$ cat config.mk
export PLATFORM = sky130hd
export DESIGN_NAME = dcl_dac_control
export DESIGN_NICKNAME = d
export VERILOG_FILES = /design/src/rtl/dcl_pkg.sv /design/src/rtl/dcl_reg_if.sv /design/src/rtl/dcl_dac_control.sv /design/src/rtl/dcl_axil_slave.sv
export SDC_FILE = /design/constraint.sdc
export NUM_CORES = 1
export LEC_CHECK = 0
export CELL_PAD_IN_SITES_DETAIL_PLACEMENT = 1
export CELL_PAD_IN_SITES_GLOBAL_PLACEMENT = 1
export CORE_UTILIZATION = 40
export CTS_CLUSTER_SIZE = 12
export DETAILED_ROUTE_END_ITERATION = 10
export DONT_BUFFER_PORTS = 1
export PLACE_DENSITY = 0.82
export SLEW_MARGIN = 10
export SYNTH_ARGS = -nofsm -noshare
export SYNTH_HDL_FRONTEND = slang
export SYNTH_SLANG_ARGS = --single-unit
$ cat constraint.sdc
create_clock -name aclk -period 1.9 [get_ports aclk]
set_input_delay 0.19 -clock aclk [delete_from_list [all_inputs] [get_ports aclk]]
set_output_delay 0.19 -clock aclk [all_outputs]
set_load 0.1 [all_outputs]
$ cat src/rtl/dcl_pkg.sv
package dcl_pkg;
    // register byte offsets
    localparam logic [7:0] OFF_CTRL = 8'h00;
    localparam logic [7:0] OFF_CFG = 8'h04;
    localparam logic [7:0] OFF_LO = 8'h08;
    localparam logic [7:0] OFF_HI = 8'h0c;
    localparam logic [7:0] OFF_STAT = 8'h10;
    localparam logic [7:0] OFF_MASK = 8'h14;
    localparam logic [7:0] OFF_STATE = 8'h18;
    // converter_control, config, status and state fields
    localparam int CTRL_ALIGN_BIT = 0;
    localparam int CTRL_TRIG_BIT = 1;
    localparam int CTRL_FMT_BIT = 2;
    localparam int CTRL_REF_LSB = 3;
    localparam int CTRL_PWR_LSB = 6;
    localparam int CFG_EN_BIT = 0;
    localparam int ST_REQ_BIT = 0;
    localparam int ST_DONE_BIT = 1;
    localparam int STATE_BUSY_BIT = 16;
    // reset values
    localparam logic [7:0] CTRL_RST = 8'h00;
    localparam logic [7:0] DATA_RST = 8'h00;
    localparam logic [1:0] IRQ_RST = 2'h0;
    // codes
    localparam logic [1:0] PWR_FAST = 2'h0;
    localparam logic [1:0] PWR_SLOW = 2'h2;
    localparam logic [2:0] REF_SUPPLY = 3'h0;
    localparam logic [2:0] REF_EXT_PIN = 3'h3;
    localparam logic [1:0] RESP_OKAY = 2'h0;
    localparam logic [1:0] RESP_SLVERR = 2'h2;
    // settling times
    localparam int CLK_NS = 50;
    localparam int SETTLE_FAST_NS = 2000;
    localparam int SETTLE_MID_NS = 5000;
    localparam int SETTLE_SLOW_NS = 10000;
    localparam int CNT_W = 9;
    localparam logic [CNT_W-1:0] SETTLE_FAST_CYC = CNT_W'((SETTLE_FAST_NS + CLK_NS - 1) / CLK_NS);
    localparam logic [CNT_W-1:0] SETTLE_MID_CYC = CNT_W'((SETTLE_MID_NS + CLK_NS - 1) / CLK_NS);
    localparam logic [CNT_W-1:0] SETTLE_SLOW_CYC = CNT_W'((SETTLE_SLOW_NS + CLK_NS - 1) / CLK_NS);
endpackage

$ cat src/rtl/dcl_reg_if.sv
`timescale 1ns/1ns
`default_nettype none
interface dcl_reg_if;
    logic wr_en;
    logic [7:0] wr_addr;
    logic [31:0] wr_data;
    logic [3:0] wr_strb;
    logic wr_ok;
    logic rd_en;
    logic [7:0] rd_addr;
    logic [31:0] rd_data;
    logic rd_ok;
    modport bus_end(output wr_en, wr_addr, wr_data, wr_strb, rd_en, rd_addr,
                    input wr_ok, rd_data, rd_ok);
    modport reg_end(input wr_en, wr_addr, wr_data, wr_strb, rd_en, rd_addr,
                    output wr_ok, rd_data, rd_ok);
endinterface
`default_nettype wire

$ cat src/rtl/dcl_dac_control.sv
// How it works
// - enabling the converter starts converting the sample already held
// - sample registers take writes while disabled; that value converts first
// - alignment_select 0 means left-aligned sample, 1 means right-aligned
// - left-aligned, writing only the high byte gives an 8-bit sample
// - power field goes to the converter; 00 fastest, 10 slowest settling
// - reference code: 000 supply, 011 external pin, 1xx buffered internal levels
// - reference buffer on only if 1xx, enabled, and output routed to pin
// - if ADC and converter both want the reference pin, converter wins
// - sample_format_select 0 unsigned, 1 two's complement
// - trigger source 0: writing the high byte starts a conversion
// - trigger source 1: an event pulse, not a high-byte write, starts a conversion
// - event mode: DMA request asserted while converting; request status flag set on each start
`timescale 1ns/1ns
`default_nettype none
module dcl_dac_control
    import dcl_pkg::*;
#(
    parameter int DAC_W = 12
) (
    input wire logic aclk,
    input wire logic aresetn,
    input wire logic [7:0] s_axi_awaddr,
    input wire logic s_axi_awvalid,
    output logic s_axi_awready,
    input wire logic [31:0] s_axi_wdata,
    input wire logic [3:0] s_axi_wstrb,
    input wire logic s_axi_wvalid,
    output logic s_axi_wready,
    output logic [1:0] s_axi_bresp,
    output logic s_axi_bvalid,
    input wire logic s_axi_bready,
    input wire logic [7:0] s_axi_araddr,
    input wire logic s_axi_arvalid,
    output logic s_axi_arready,
    output logic [31:0] s_axi_rdata,
    output logic [1:0] s_axi_rresp,
    output logic s_axi_rvalid,
    input wire logic s_axi_rready,
    input wire logic event_in,
    input wire logic dac_pin_routed,
    input wire logic adc_vref_request,
    output logic [DAC_W-1:0] dac_code,
    output logic [1:0] dac_power,
    output logic conv_start,
    output logic conv_busy,
    output logic ref_sel_supply,
    output logic ref_sel_ext_pin,
    output logic [1:0] ref_buf_level,
    output logic ref_buf_enable,
    output logic adc_vref_grant,
    output logic dma_req,
    output logic irq
);
    dcl_reg_if rif();

    dcl_axil_slave u_slave (
        .aclk(aclk),
        .aresetn(aresetn),
        .awaddr(s_axi_awaddr),
        .awvalid(s_axi_awvalid),
        .awready(s_axi_awready),
        .wdata(s_axi_wdata),
        .wstrb(s_axi_wstrb),
        .wvalid(s_axi_wvalid),
        .wready(s_axi_wready),
        .bresp(s_axi_bresp),
        .bvalid(s_axi_bvalid),
        .bready(s_axi_bready),
        .araddr(s_axi_araddr),
        .arvalid(s_axi_arvalid),
        .arready(s_axi_arready),
        .rdata(s_axi_rdata),
        .rresp(s_axi_rresp),
        .rvalid(s_axi_rvalid),
        .rready(s_axi_rready),
        .rif(rif.bus_end)
    );

    // offset binary out to the analog side; signed input flips the msb
    function automatic logic [DAC_W-1:0] compose(input logic [7:0] lo, input logic [7:0] hi,
                                                 input logic right, input logic signd);
        logic [DAC_W-1:0] raw;
        raw = right ? {hi[DAC_W-9:0], lo} : {hi, lo[7:16-DAC_W]};
        compose = signd ? (raw ^ {1'b1, {(DAC_W-1){1'b0}}}) : raw;
    endfunction

    function automatic logic [CNT_W-1:0] settle(input logic [1:0] pwr);
        if (pwr == PWR_FAST)
            settle = SETTLE_FAST_CYC;
        else if (pwr == PWR_SLOW)
            settle = SETTLE_SLOW_CYC;
        else
            settle = SETTLE_MID_CYC;
    endfunction

    logic [7:0] ctrl, lo, hi;
    logic enable, en_q;
    logic [1:0] status, mask;
    logic [CNT_W-1:0] cnt;
    logic [7:0] next_ctrl, next_lo, next_hi;
    logic next_enable, next_busy, next_start;
    logic [1:0] next_status, next_mask;
    logic [CNT_W-1:0] next_cnt;
    logic [DAC_W-1:0] next_code, held_code;
    logic wr_lane0, wr_hi, trig_evt, start, done;
    logic [2:0] positive_reference_select;

    assign positive_reference_select = ctrl[CTRL_REF_LSB +: 3];
    assign trig_evt = ctrl[CTRL_TRIG_BIT];
    assign wr_lane0 = rif.wr_en && rif.wr_strb[0];
    assign wr_hi = wr_lane0 && rif.wr_addr == OFF_HI;
    assign rif.wr_ok = rif.wr_addr inside {OFF_CTRL, OFF_CFG, OFF_LO, OFF_HI, OFF_STAT,
                                           OFF_MASK, OFF_STATE};
    assign rif.rd_ok = rif.rd_addr inside {OFF_CTRL, OFF_CFG, OFF_LO, OFF_HI, OFF_STAT,
                                           OFF_MASK, OFF_STATE};

    // registers and conversion start
    always_comb begin
        next_ctrl = ctrl;
        next_enable = enable;
        next_lo = lo;
        next_hi = hi;
        next_mask = mask;
        if (wr_lane0 && rif.wr_addr == OFF_CTRL)
            next_ctrl = rif.wr_data[7:0];
        if (wr_lane0 && rif.wr_addr == OFF_CFG)
            next_enable = rif.wr_data[CFG_EN_BIT];
        // data writes land whether or not the converter is enabled
        if (wr_lane0 && rif.wr_addr == OFF_LO)
            next_lo = rif.wr_data[7:0];
        if (wr_hi)
            next_hi = rif.wr_data[7:0];
        if (wr_lane0 && rif.wr_addr == OFF_MASK)
            next_mask = rif.wr_data[1:0];
        // same-cycle write is seen, so a high-byte write converts its own value
        held_code = compose(next_lo, next_hi, ctrl[CTRL_ALIGN_BIT], ctrl[CTRL_FMT_BIT]);
        start = (enable && !en_q)
              || (enable && !trig_evt && wr_hi)
              || (enable && trig_evt && event_in);
        next_code = start ? held_code : dac_code;
    end

    always_ff @(posedge aclk) begin
        if (!aresetn) begin
            ctrl <= CTRL_RST;
            enable <= 1'b0;
            en_q <= 1'b0;
            lo <= DATA_RST;
            hi <= DATA_RST;
            mask <= IRQ_RST;
            dac_code <= '0;
            conv_start <= 1'b0;
        end else begin
            ctrl <= next_ctrl;
            enable <= next_enable;
            en_q <= enable;
            lo <= next_lo;
            hi <= next_hi;
            mask <= next_mask;
            dac_code <= next_code;
            conv_start <= start;
        end
    end

    // settling counter; a new start restarts it, disabling aborts it
    always_comb begin
        done = conv_busy && cnt == CNT_W'(1);
        next_cnt = cnt;
        next_busy = conv_busy;
        if (!enable) begin
            next_busy = 1'b0;
            next_cnt = '0;
        end else if (start) begin
            next_busy = 1'b1;
            next_cnt = settle(dac_power);
        end else if (conv_busy) begin
            next_cnt = cnt - CNT_W'(1);
            next_busy = !done;
        end
    end

    always_ff @(posedge aclk) begin
        if (!aresetn) begin
            conv_busy <= 1'b0;
            cnt <= '0;
        end else begin
            conv_busy <= next_busy;
            cnt <= next_cnt;
        end
    end

    // sticky status, write one to clear; a set in the clearing cycle wins
    always_comb begin
        next_status = status;
        if (wr_lane0 && rif.wr_addr == OFF_STAT)
            next_status = status & ~rif.wr_data[1:0];
        if (start && trig_evt)
            next_status[ST_REQ_BIT] = 1'b1;
        if (done)
            next_status[ST_DONE_BIT] = 1'b1;
    end

    always_ff @(posedge aclk) begin
        if (!aresetn)
            status <= IRQ_RST;
        else
            status <= next_status;
    end

    assign irq = |(status & mask);
    assign dma_req = conv_busy && trig_evt;
    assign dac_power = ctrl[CTRL_PWR_LSB +: 2];
    // reserved codes 001 and 010 select nothing
    assign ref_sel_supply = positive_reference_select == REF_SUPPLY;
    assign ref_sel_ext_pin = positive_reference_select == REF_EXT_PIN;
    assign ref_buf_level = positive_reference_select[2] ? positive_reference_select[1:0] : 2'h0;
    assign ref_buf_enable = positive_reference_select[2] && enable && dac_pin_routed;
    // the converter's buffer selection owns the pin even while it is off
    assign adc_vref_grant = adc_vref_request && !positive_reference_select[2];

    always_comb begin
        rif.rd_data = 32'h0;
        unique case (rif.rd_addr)
            OFF_CTRL: rif.rd_data[7:0] = ctrl;
            OFF_CFG: rif.rd_data[CFG_EN_BIT] = enable;
            OFF_LO: rif.rd_data[7:0] = lo;
            OFF_HI: rif.rd_data[7:0] = hi;
            OFF_STAT: rif.rd_data[1:0] = status;
            OFF_MASK: rif.rd_data[1:0] = mask;
            OFF_STATE: rif.rd_data = {15'h0, conv_busy, 4'h0, dac_code};
            default: rif.rd_data = 32'h0;
        endcase
    end

    a_enable_starts: assert property (@(posedge aclk) disable iff (!aresetn)
        $rose(enable) |=> conv_start && conv_busy)
        else $error("enable did not start a conversion");
    a_held_word: assert property (@(posedge aclk) disable iff (!aresetn)
        $rose(enable) |=> dac_code == $past(held_code))
        else $error("held word not converted on enable");
    a_right_align: assert property (@(posedge aclk) disable iff (!aresetn)
        conv_start && $past(ctrl[CTRL_ALIGN_BIT] && !ctrl[CTRL_FMT_BIT])
        |-> dac_code == {hi[3:0], lo})
        else $error("right-aligned sample wrong");
    a_left_byte: assert property (@(posedge aclk) disable iff (!aresetn)
        conv_start && $past(!ctrl[CTRL_ALIGN_BIT] && !ctrl[CTRL_FMT_BIT])
        |-> dac_code[11:4] == hi)
        else $error("left-aligned high byte wrong");
    a_power_settle: assert property (@(posedge aclk) disable iff (!aresetn)
        $rose(conv_busy) && dac_power == PWR_FAST && enable && !start
        |-> cnt == SETTLE_FAST_CYC)
        else $error("fast settle count wrong");
    a_ref_decode: assert property (@(posedge aclk) disable iff (!aresetn)
        ref_sel_ext_pin |-> !ref_sel_supply && !ref_buf_enable && positive_reference_select == 3'h3)
        else $error("reference decode wrong");
    a_buf_auto: assert property (@(posedge aclk) disable iff (!aresetn)
        ref_buf_enable == (positive_reference_select[2] && enable && dac_pin_routed))
        else $error("reference buffer enable wrong");
    a_vref_exclusive: assert property (@(posedge aclk) disable iff (!aresetn)
        !(adc_vref_grant && positive_reference_select[2]))
        else $error("both buffers on reference pin");
    a_signed_msb: assert property (@(posedge aclk) disable iff (!aresetn)
        conv_start && $past(ctrl[CTRL_ALIGN_BIT] && ctrl[CTRL_FMT_BIT])
        |-> dac_code[11] == !hi[3])
        else $error("signed sample not offset");
    a_write_trig: assert property (@(posedge aclk) disable iff (!aresetn)
        enable && en_q && !trig_evt && wr_hi |=> conv_start ##1 conv_busy)
        else $error("high byte write did not start");
    a_event_only: assert property (@(posedge aclk) disable iff (!aresetn)
        enable && en_q && trig_evt && !event_in |=> !conv_start)
        else $error("start without event");
    a_event_reqs: assert property (@(posedge aclk) disable iff (!aresetn)
        conv_start && $past(trig_evt) && enable |-> dma_req && status[ST_REQ_BIT])
        else $error("event-mode requests missing");
    // outputs held against the register fields, and status against internal terms such as done and start
    a_no_start_off: assert property (@(posedge aclk) disable iff (!aresetn)
        !enable |=> !conv_start)
        else $error("conversion started while disabled");
    a_disable_stops: assert property (@(posedge aclk) disable iff (!aresetn)
        !enable |=> !conv_busy)
        else $error("busy kept after disable");
    a_status_sticky: assert property (@(posedge aclk) disable iff (!aresetn)
        status[ST_REQ_BIT] && !(wr_lane0 && rif.wr_addr == OFF_STAT) |=> status[ST_REQ_BIT])
        else $error("request flag lost without clear");
    a_done_flag: assert property (@(posedge aclk) disable iff (!aresetn)
        done && !start |=> status[ST_DONE_BIT] && !conv_busy)
        else $error("settling end not flagged");
    a_slow_settle: assert property (@(posedge aclk) disable iff (!aresetn)
        $rose(conv_busy) && $past(dac_power) == PWR_SLOW |-> cnt == SETTLE_SLOW_CYC)
        else $error("slow settle count wrong");
    a_dma_mode: assert property (@(posedge aclk) disable iff (!aresetn)
        !trig_evt |-> !dma_req)
        else $error("dma request in write-trigger mode");
    a_ref_level: assert property (@(posedge aclk) disable iff (!aresetn)
        !positive_reference_select[2] |-> ref_buf_level == 2'h0 && !ref_buf_enable)
        else $error("buffer level without buffered code");
    a_reserved_ref: assert property (@(posedge aclk) disable iff (!aresetn)
        positive_reference_select inside {3'h1, 3'h2} |-> !ref_sel_supply && !ref_sel_ext_pin && !ref_buf_enable)
        else $error("reserved reference code selected something");
    a_vref_pass: assert property (@(posedge aclk) disable iff (!aresetn)
        adc_vref_request && !positive_reference_select[2] |-> adc_vref_grant)
        else $error("adc refused a free reference pin");
    a_buf_off: assert property (@(posedge aclk) disable iff (!aresetn)
        (!enable || !dac_pin_routed) |-> !ref_buf_enable)
        else $error("reference buffer on while not needed");
endmodule
`default_nettype wire

$ cat src/rtl/dcl_axil_slave.sv
`timescale 1ns/1ns
`default_nettype none
module dcl_axil_slave
    import dcl_pkg::*;
(
    input wire logic aclk,
    input wire logic aresetn,
    input wire logic [7:0] awaddr,
    input wire logic awvalid,
    output logic awready,
    input wire logic [31:0] wdata,
    input wire logic [3:0] wstrb,
    input wire logic wvalid,
    output logic wready,
    output logic [1:0] bresp,
    output logic bvalid,
    input wire logic bready,
    input wire logic [7:0] araddr,
    input wire logic arvalid,
    output logic arready,
    output logic [31:0] rdata,
    output logic [1:0] rresp,
    output logic rvalid,
    input wire logic rready,
    dcl_reg_if.bus_end rif
);
    logic aw_held, w_held;
    logic [7:0] aw_q;
    logic [31:0] w_q;
    logic [3:0] s_q;
    logic next_aw_held, next_w_held, next_bvalid, next_rvalid;
    logic [7:0] next_aw_q;
    logic [31:0] next_w_q, next_rdata;
    logic [3:0] next_s_q;
    logic [1:0] next_bresp, next_rresp;

    // address and data are caught separately, in either order
    assign awready = !aw_held && !bvalid;
    assign wready = !w_held && !bvalid;
    assign arready = !rvalid;
    assign rif.wr_en = aw_held && w_held && !bvalid;
    assign rif.wr_addr = aw_q;
    assign rif.wr_data = w_q;
    assign rif.wr_strb = s_q;
    assign rif.rd_en = arvalid && arready;
    assign rif.rd_addr = araddr;

    always_comb begin
        next_aw_held = aw_held;
        next_w_held = w_held;
        next_aw_q = aw_q;
        next_w_q = w_q;
        next_s_q = s_q;
        next_bvalid = bvalid;
        next_bresp = bresp;
        next_rvalid = rvalid;
        next_rdata = rdata;
        next_rresp = rresp;
        if (awvalid && awready) begin
            next_aw_held = 1'b1;
            next_aw_q = awaddr;
        end
        if (wvalid && wready) begin
            next_w_held = 1'b1;
            next_w_q = wdata;
            next_s_q = wstrb;
        end
        if (rif.wr_en) begin
            next_aw_held = 1'b0;
            next_w_held = 1'b0;
            next_bvalid = 1'b1;
            next_bresp = rif.wr_ok ? RESP_OKAY : RESP_SLVERR;
        end else if (bvalid && bready) begin
            next_bvalid = 1'b0;
        end
        if (rif.rd_en) begin
            next_rvalid = 1'b1;
            next_rdata = rif.rd_ok ? rif.rd_data : 32'h0;
            next_rresp = rif.rd_ok ? RESP_OKAY : RESP_SLVERR;
        end else if (rvalid && rready) begin
            next_rvalid = 1'b0;
        end
    end

    always_ff @(posedge aclk) begin
        if (!aresetn) begin
            aw_held <= 1'b0;
            w_held <= 1'b0;
            aw_q <= 8'h0;
            w_q <= 32'h0;
            s_q <= 4'h0;
            bvalid <= 1'b0;
            bresp <= RESP_OKAY;
            rvalid <= 1'b0;
            rdata <= 32'h0;
            rresp <= RESP_OKAY;
        end else begin
            aw_held <= next_aw_held;
            w_held <= next_w_held;
            aw_q <= next_aw_q;
            w_q <= next_w_q;
            s_q <= next_s_q;
            bvalid <= next_bvalid;
            bresp <= next_bresp;
            rvalid <= next_rvalid;
            rdata <= next_rdata;
            rresp <= next_rresp;
        end
    end
endmodule
`default_nettype wire

# Word-level counts from Yosys, hierarchy flattened
# Cells that the tools add are included.
# Widths: inputs -> output; s select.
dict set report classes {
  n_addsub 1
  n_eq_ne 15
  muxes 25
  bitwise_logic 5
  reduce_logical 51
}
# cell count
set op_table {}
lappend op_table {{$eq 8x5->1 const B} 6}
lappend op_table {{$eq 8x4->1 const B} 4}
lappend op_table {{$mux 8} 4}
lappend op_table {{$logic_and 1x1->1} 27}
lappend op_table {{$mux 9} 3}
lappend op_table {{$mux 12} 2}
lappend op_table {{$pmux 6 s4} 1}
lappend op_table {{$mux 17} 1}
lappend op_table {{$eq 8x3->1 const B} 2}
lappend op_table {{$logic_not 8->1} 2}
lappend op_table {{$reduce_bool 7->1} 2}
lappend op_table {{$reduce_bool 2->1} 5}
lappend op_table {{$eq 9x1->1 const B} 1}
lappend op_table {{$sub 9x1->9 const B} 1}
lappend op_table {{$logic_not 1->1} 8}
lappend op_table {{$mux 1} 8}
lappend op_table {{$mux 2} 4}
lappend op_table {{$pmux 1 s7} 1}
lappend op_table {{$pmux 1 s6} 1}
lappend op_table {{$and 2x2->2} 2}
lappend op_table {{$reduce_or 2->1} 2}
lappend op_table {{$eq 3x2->1 const B} 1}
lappend op_table {{$logic_not 3->1} 1}
lappend op_table {{$eq 2x2->1 const B} 1}
lappend op_table {{5 further kinds} 7}
dict set report totals {
  register_bits 110
  in_bits 62
  out_inout_bits 65
  word_cells 119
}

# Longest topological paths before layout
dict set report logic_depth {
  depth_word 9
  depth_mapped 7
  depth_no_buf 7
}

# Hierarchy
# From an unflattened synthesis, not the netlist that was laid out.
dict set report hier_totals {
  hier_cells 732
  area_unflattened_um2 6261.0
}
# module instances cells_per_inst area_per_inst_um2 seq_area_each_um2
set by_module_without_submodules {}
lappend by_module_without_submodules {dcl_axil_slave 1 376 3214.3 1641.6}
lappend by_module_without_submodules {dcl_dac_control 1 356 3046.7 1061.0}

# Worst setup path before layout
# No wires, ideal clock.
dict set report synth_timing {
  kind {reg2reg}
  start {register u_slave.bvalid}
  end {register u_slave.w_q[0] (netlist: u_slave.rif.wr_data[0])}
  setup_time_ps 123
  arrival_ps 2835
  t_required_ps 1777
  slack_ps -1059
  path_stages_with_launch 5
  n_path_buf 0
  synth_period_minus_slack_ps 2959
  cell_sequence {dfxtp_1 nor2_1 nand2_1 nand2_1 a21boi_0}
}
dict set report synth_via {
  elab_chain_cells 3
}
# element line_no
set synth_lines {}
lappend synth_lines {{start: declaration} dcl_axil_slave.sv:16} ;# output logic bvalid,
lappend synth_lines {{start signal: assignment} dcl_axil_slave.sv:103} ;# bvalid <= next_bvalid;
lappend synth_lines {{$logic_not 1->1} dcl_axil_slave.sv:39} ;# assign wready = !w_held && !bvalid;
lappend synth_lines {{$logic_and 1x1->1} dcl_axil_slave.sv:39}
lappend synth_lines {{via s_axi_wready} dcl_dac_control.sv:29} ;# output logic s_axi_wready,
lappend synth_lines {{$logic_and 1x1->1} dcl_axil_slave.sv:63} ;# if (wvalid && wready) begin
lappend synth_lines {{end signal: assignment} dcl_axil_slave.sv:101} ;# w_q <= next_w_q;
lappend synth_lines {{end: declaration} dcl_axil_slave.sv:29} ;# logic [31:0] w_q;
# The timed path passes the listed nets, and every way through them passes these cells.
# A chain may end at the register's enable or synchronous reset.

# Worst setup path in the final report
dict set report layout_timing {
  start {register u_slave.aw_q[7] (netlist: u_slave.rif.wr_addr[7])}
  end {register dac_code[4]}
}
dict set report layout_via {
  elab_chain_cells 5
  word_cells_on_any_way 11
  cone_classes {2 x eq/ne; 4 x mux; 5 x reduce/logical}
}
# element line_no
set layout_lines {}
lappend layout_lines {{start: declaration} dcl_axil_slave.sv:28} ;# logic [7:0] aw_q;
lappend layout_lines {{start signal: assignment} dcl_axil_slave.sv:100} ;# aw_q <= next_aw_q;
lappend layout_lines {{$eq 8x4->1 (on tied branches)} {dcl_dac_control.sv:112, dcl_dac_control.sv:130}}
lappend layout_lines {{$logic_and 1x1->1 (on tied branches)} {dcl_dac_control.sv:112, dcl_dac_control.sv:130}}
lappend layout_lines {{$mux 8 (tied with other cells)} dcl_dac_control.sv:132} ;# if (wr_hi)
lappend layout_lines {{$mux 12 or $logic_or 1x1->1 (tied branches)} {dcl_dac_control.sv:84, dcl_dac_control.sv:139}}
lappend layout_lines {{$mux 12 or $logic_or 1x1->1 (tied branches)} {dcl_dac_control.sv:85, dcl_dac_control.sv:140}}
lappend layout_lines {{end signal: assignment} dcl_dac_control.sv:161} ;# dac_code <= next_code;
lappend layout_lines {{end: declaration} dcl_dac_control.sv:43} ;# output logic [DAC_W-1:0] dac_code,
# Parallel ways exist; a longest one is shown, timed or not.

==> flow_summary.yaml <==
sta:
  setup_viol: 0
  skew_ns: 0.0132
  hold_viol_final: 0
  fmax_mhz: 529
  max_slew_margin_pct: 57.2
  finalSetupTns_ns: 0
  timing.hold.ws_ns: 0.0228
  final_max_slew_viol_count: 0
  fin_crit_ns: 1.89
  period_share_pct: 99.5
  tightest_slew_ns: 0.633
worst_setup_path:
  worstPathRequired_ns: 2.19
  r2r_cells: 7
  max_stage_delay_ns: 0.35
  endpoint_kind: "register"
  critPathLaunch: "u_slave.rif.wr_addr[7]$_SDFFE_PN0P_"
  slowest_stage: "dfxtp_2"
  crit_buf_inv: 2
  path_cells: "nor4b_4, buf_4, nand4_4, buf_12, mux2i_1, mux2_2, a22oi_2"
  r2r_slack_ns: 0.01
  worst-path-stages: 7
  rr_endpoint: "dac_code[4]$_SDFFE_PN0P_"
  crit_path_start_kind: "register"
  cp_top_family: "multiplexers"
  critPathArrivalTime_ns: 2.18
  cp_max_fo: 6
  path_class: "register to register"
  r2r-start: "u_slave.rif.wr_addr[7]$_SDFFE_PN0P_"
  cp-endpoint: "dac_code[4]$_SDFFE_PN0P_"
cts:
  clk_latency_ns: 0.36
  cts_buffer_depth: 2
  cts_buffers: 9
  cts.sink_count: 89
  tritoncts: "done"
  clockRootBuffer: "clkbuf_8"
  clk_pin_slew_ns: 0.10
  htree_levels: 3
layout:
  areaGrowthSynthToFinish_pct: 25.7
  antennaDiodeCount: 0
  nets: 633
  final_cell_area_um2: 5470
  drive_above_1_share_pct: 22.0
  layout.cells.non_filler: 710
routing:
  viasPerCell: 5.37
  drt_first_iter_violations: 197
  drt-total-wl_mm: 12.6
  ant_nets: 0
  route.detailed.drc: 0
  vias: 3814
  drt-pass1-iter-count: 4
  post_drt_wl_per_cell_um: 17.7
die:
  core_area_um2: 10400
  die_w_um: 106
  fp.dieH_um: 106
  start_util_pct: 41.7
  die_area_um2: 11300
  core.rowCount: 37
  pin_count: 127
synth:
  synth_edf_count: 0
  synthArstFlopShare_pct: 0
  ys_seq_area_share_pct: 41.0
  synth_top_area_cell: "dfxtp_1"
  syn_avg_cell_area_um2: 8.78
  synth_cell_types: 48
  synth.top_cell.area_share_pct: 41.0
  syn_inst: 495
  ys_top_cells_by_count: "dfxtp_1 (89), nand2_1 (81), mux2i_1 (45), nor2b_1 (34), o21ai_0 (26)"
  yosys_register_bits: 89
  synth_warnings: 0
  yosysMostFrequentCell: "dfxtp_1"
  synth_area_leaders: "dfxtp_1 (41%), mux2i_1 (10%), nand2_1 (7.0%)"
  ys.flop_type: "dfxtp_1"
  synth.cell_area_um2: 4350
placement:
  gp_congestion: 0.823
  portBuffers: 0
  dpl.cell_count: 665
  place_area_um2: 4850
  detailed_place_hpwl_mm: 8.43
grt:
  overflow: 0
  grt_antenna_before_repair: 0
  grt_max_degree: 79
  grt_usage_pct: 22.0
  grt_pass1_wl_mm: 19.4
  first_global_vias: 3840
power:
  power_uw: 4080
  p_leak_uw: 0.00228
  irDropWorstVdd_uv: 594
  powerDensity_nw_per_um2: 747
min_path:
  min-delay-path-class: "input pin to register"
  min_from: "s_axi_araddr[3]"
job:
  maxCapViolations: 0
run_status:
  status: "complete, no violations"
-- worst reg2reg max path, delay by kind of cell, from the launching register on --
family          cells  cell delay, ns
buf+inv             2            0.36
simple gates        2            0.44
compound gates      1            0.21
flops               1            0.35
mux                 2            0.45
-- logic make-up after synthesis --
| family | after synthesis | share of synthesized area, % |
|---|---|---|
| other | 1 | 0.0862 |
| XOR/XNOR | 9 | 1.81 |
| AND/OR/NAND/NOR | 189 | 22.4 |
| buffers and inverters | 58 | 7.17 |
| AO/OA/AOI/OAI | 94 | 14.6 |
| adder cells (fa/ha/maj) | 2 | 0.575 |
| multiplexers | 53 | 12.4 |
| flip-flops | 89 | 41.0 |
-- worst min-delay path by stage --
| stage | endpoint | depth (start not counted) |
|---|---|---|
| after floorplan | u_slave.rvalid$_SDFFE_PN0P_ | 1 |
| after global placement | u_slave.rvalid$_SDFFE_PN0P_ | 1 |
| after detailed placement | ctrl[6]$_SDFFE_PN0P_ | 1 |
| after CTS | u_slave.rdata[1]$_SDFFE_PN0P_ | 3 |
| after global routing | u_slave.rdata[1]$_SDFFE_PN0P_ | 3 |
| final | u_slave.rdata[1]$_SDFFE_PN0P_ | 3 |
-- registers in the layout, summed over array words and instances (netlist names) --
signal	flops
hi	8
status	2
u_slave.bvalid	1
u_slave.rresp	1
enable	1
en_q	1
dac_code	12
ctrl	8
u_slave.rif.wr_strb	1
conv_start	1
u_slave.rif.wr_data	8
u_slave.rvalid	1
u_slave.rif.wr_addr	8
mask	2
u_slave.rdata	13
u_slave.aw_held	1
u_slave.w_held	1
cnt	9
lo	8
u_slave.bresp	1
conv_busy	1
-- cells in the final DEF (no fill, tap or decap), drive strengths merged, types with 2 or more instances in the layout --
| master | count |
|---|---|
| conb | 21 |
| and3b | 2 |
| nor3 | 5 |
| mux2 | 8 |
| nand3b | 3 |
| buf | 71 |
| a221oi | 6 |
| and2 | 8 |
| nor2b | 34 |
| dfxtp | 89 |
| a22oi | 12 |
| xor2 | 3 |
| xnor2 | 6 |
| ha | 2 |
| o21ai | 27 |
| dlygate4sd3 | 21 |
| nand3 | 12 |
| nand2 | 82 |
| nor2 | 25 |
| inv | 10 |
| a31oi | 3 |
| a22o | 2 |
| nor4b | 4 |
| nor3b | 2 |
| a21boi | 25 |
| and3 | 5 |
| mux2i | 45 |
| o22ai | 2 |
| o21a | 2 |
| clkbuf | 12 |
| a211oi | 3 |
| a21oi | 7 |
| nand4 | 3 |
-- metal layers --
layer	track usage, %	routed length, um	up-vias
met4	8.73	189	0
met5	0	0	-
met3	4.35	818	16
li1	-	-	1817
met2	38.0	6320	129
met1	26.6	5240	1852
-- final cells by class --
class | instances | area (um2)
flip-flops and latches | 89 | 1800
inverters | 8 | 33.8
clock buffers | 11 | 163
multi-input cells | 368 | 2430
well taps | 136 | 170
repair buffers | 93 | 801
clock inverters | 5 | 67.6
fillers | 1212 | 4950
-- where the power goes --
| group | leakage (uW) | internal, uW | switching (uW) |
|---|---|---|---|
| combinational | 0.00144 | 154 | 469 |
| sequential | 0.000725 | 1900 | 64.6 |
| clock | 0.000118 | 746 | 744 |
| total | 0.00228 | 2800 | 1280 |
-- repair_timing --
| action | 4_1_cts | 5_1_grt |
|---|---|---|
| setup endpoints to repair | 5 | 18 |
| hold buffers | 22 | 0 |
| cloned | 0 | 1 |
| pin swaps | 1 | 4 |
| gates resized for setup | 3 | 15 |
| hold endpoints to repair | 77 | 0 |
| buffers inserted | 3 | 4 |
-- per-stage QoR --
step | utilization [%] | setup WS (ns)
after floorplan | - | 0.00654
after global placement | 46.6 | 0.0905
after detailed placement | 46.6 | 0.0109
after CTS | 51.4 | -0.00799
after global routing | 52.5 | -0.0466
final | 52.5 | 0.0103
Note: power is estimated with default switching activity, not from simulation.
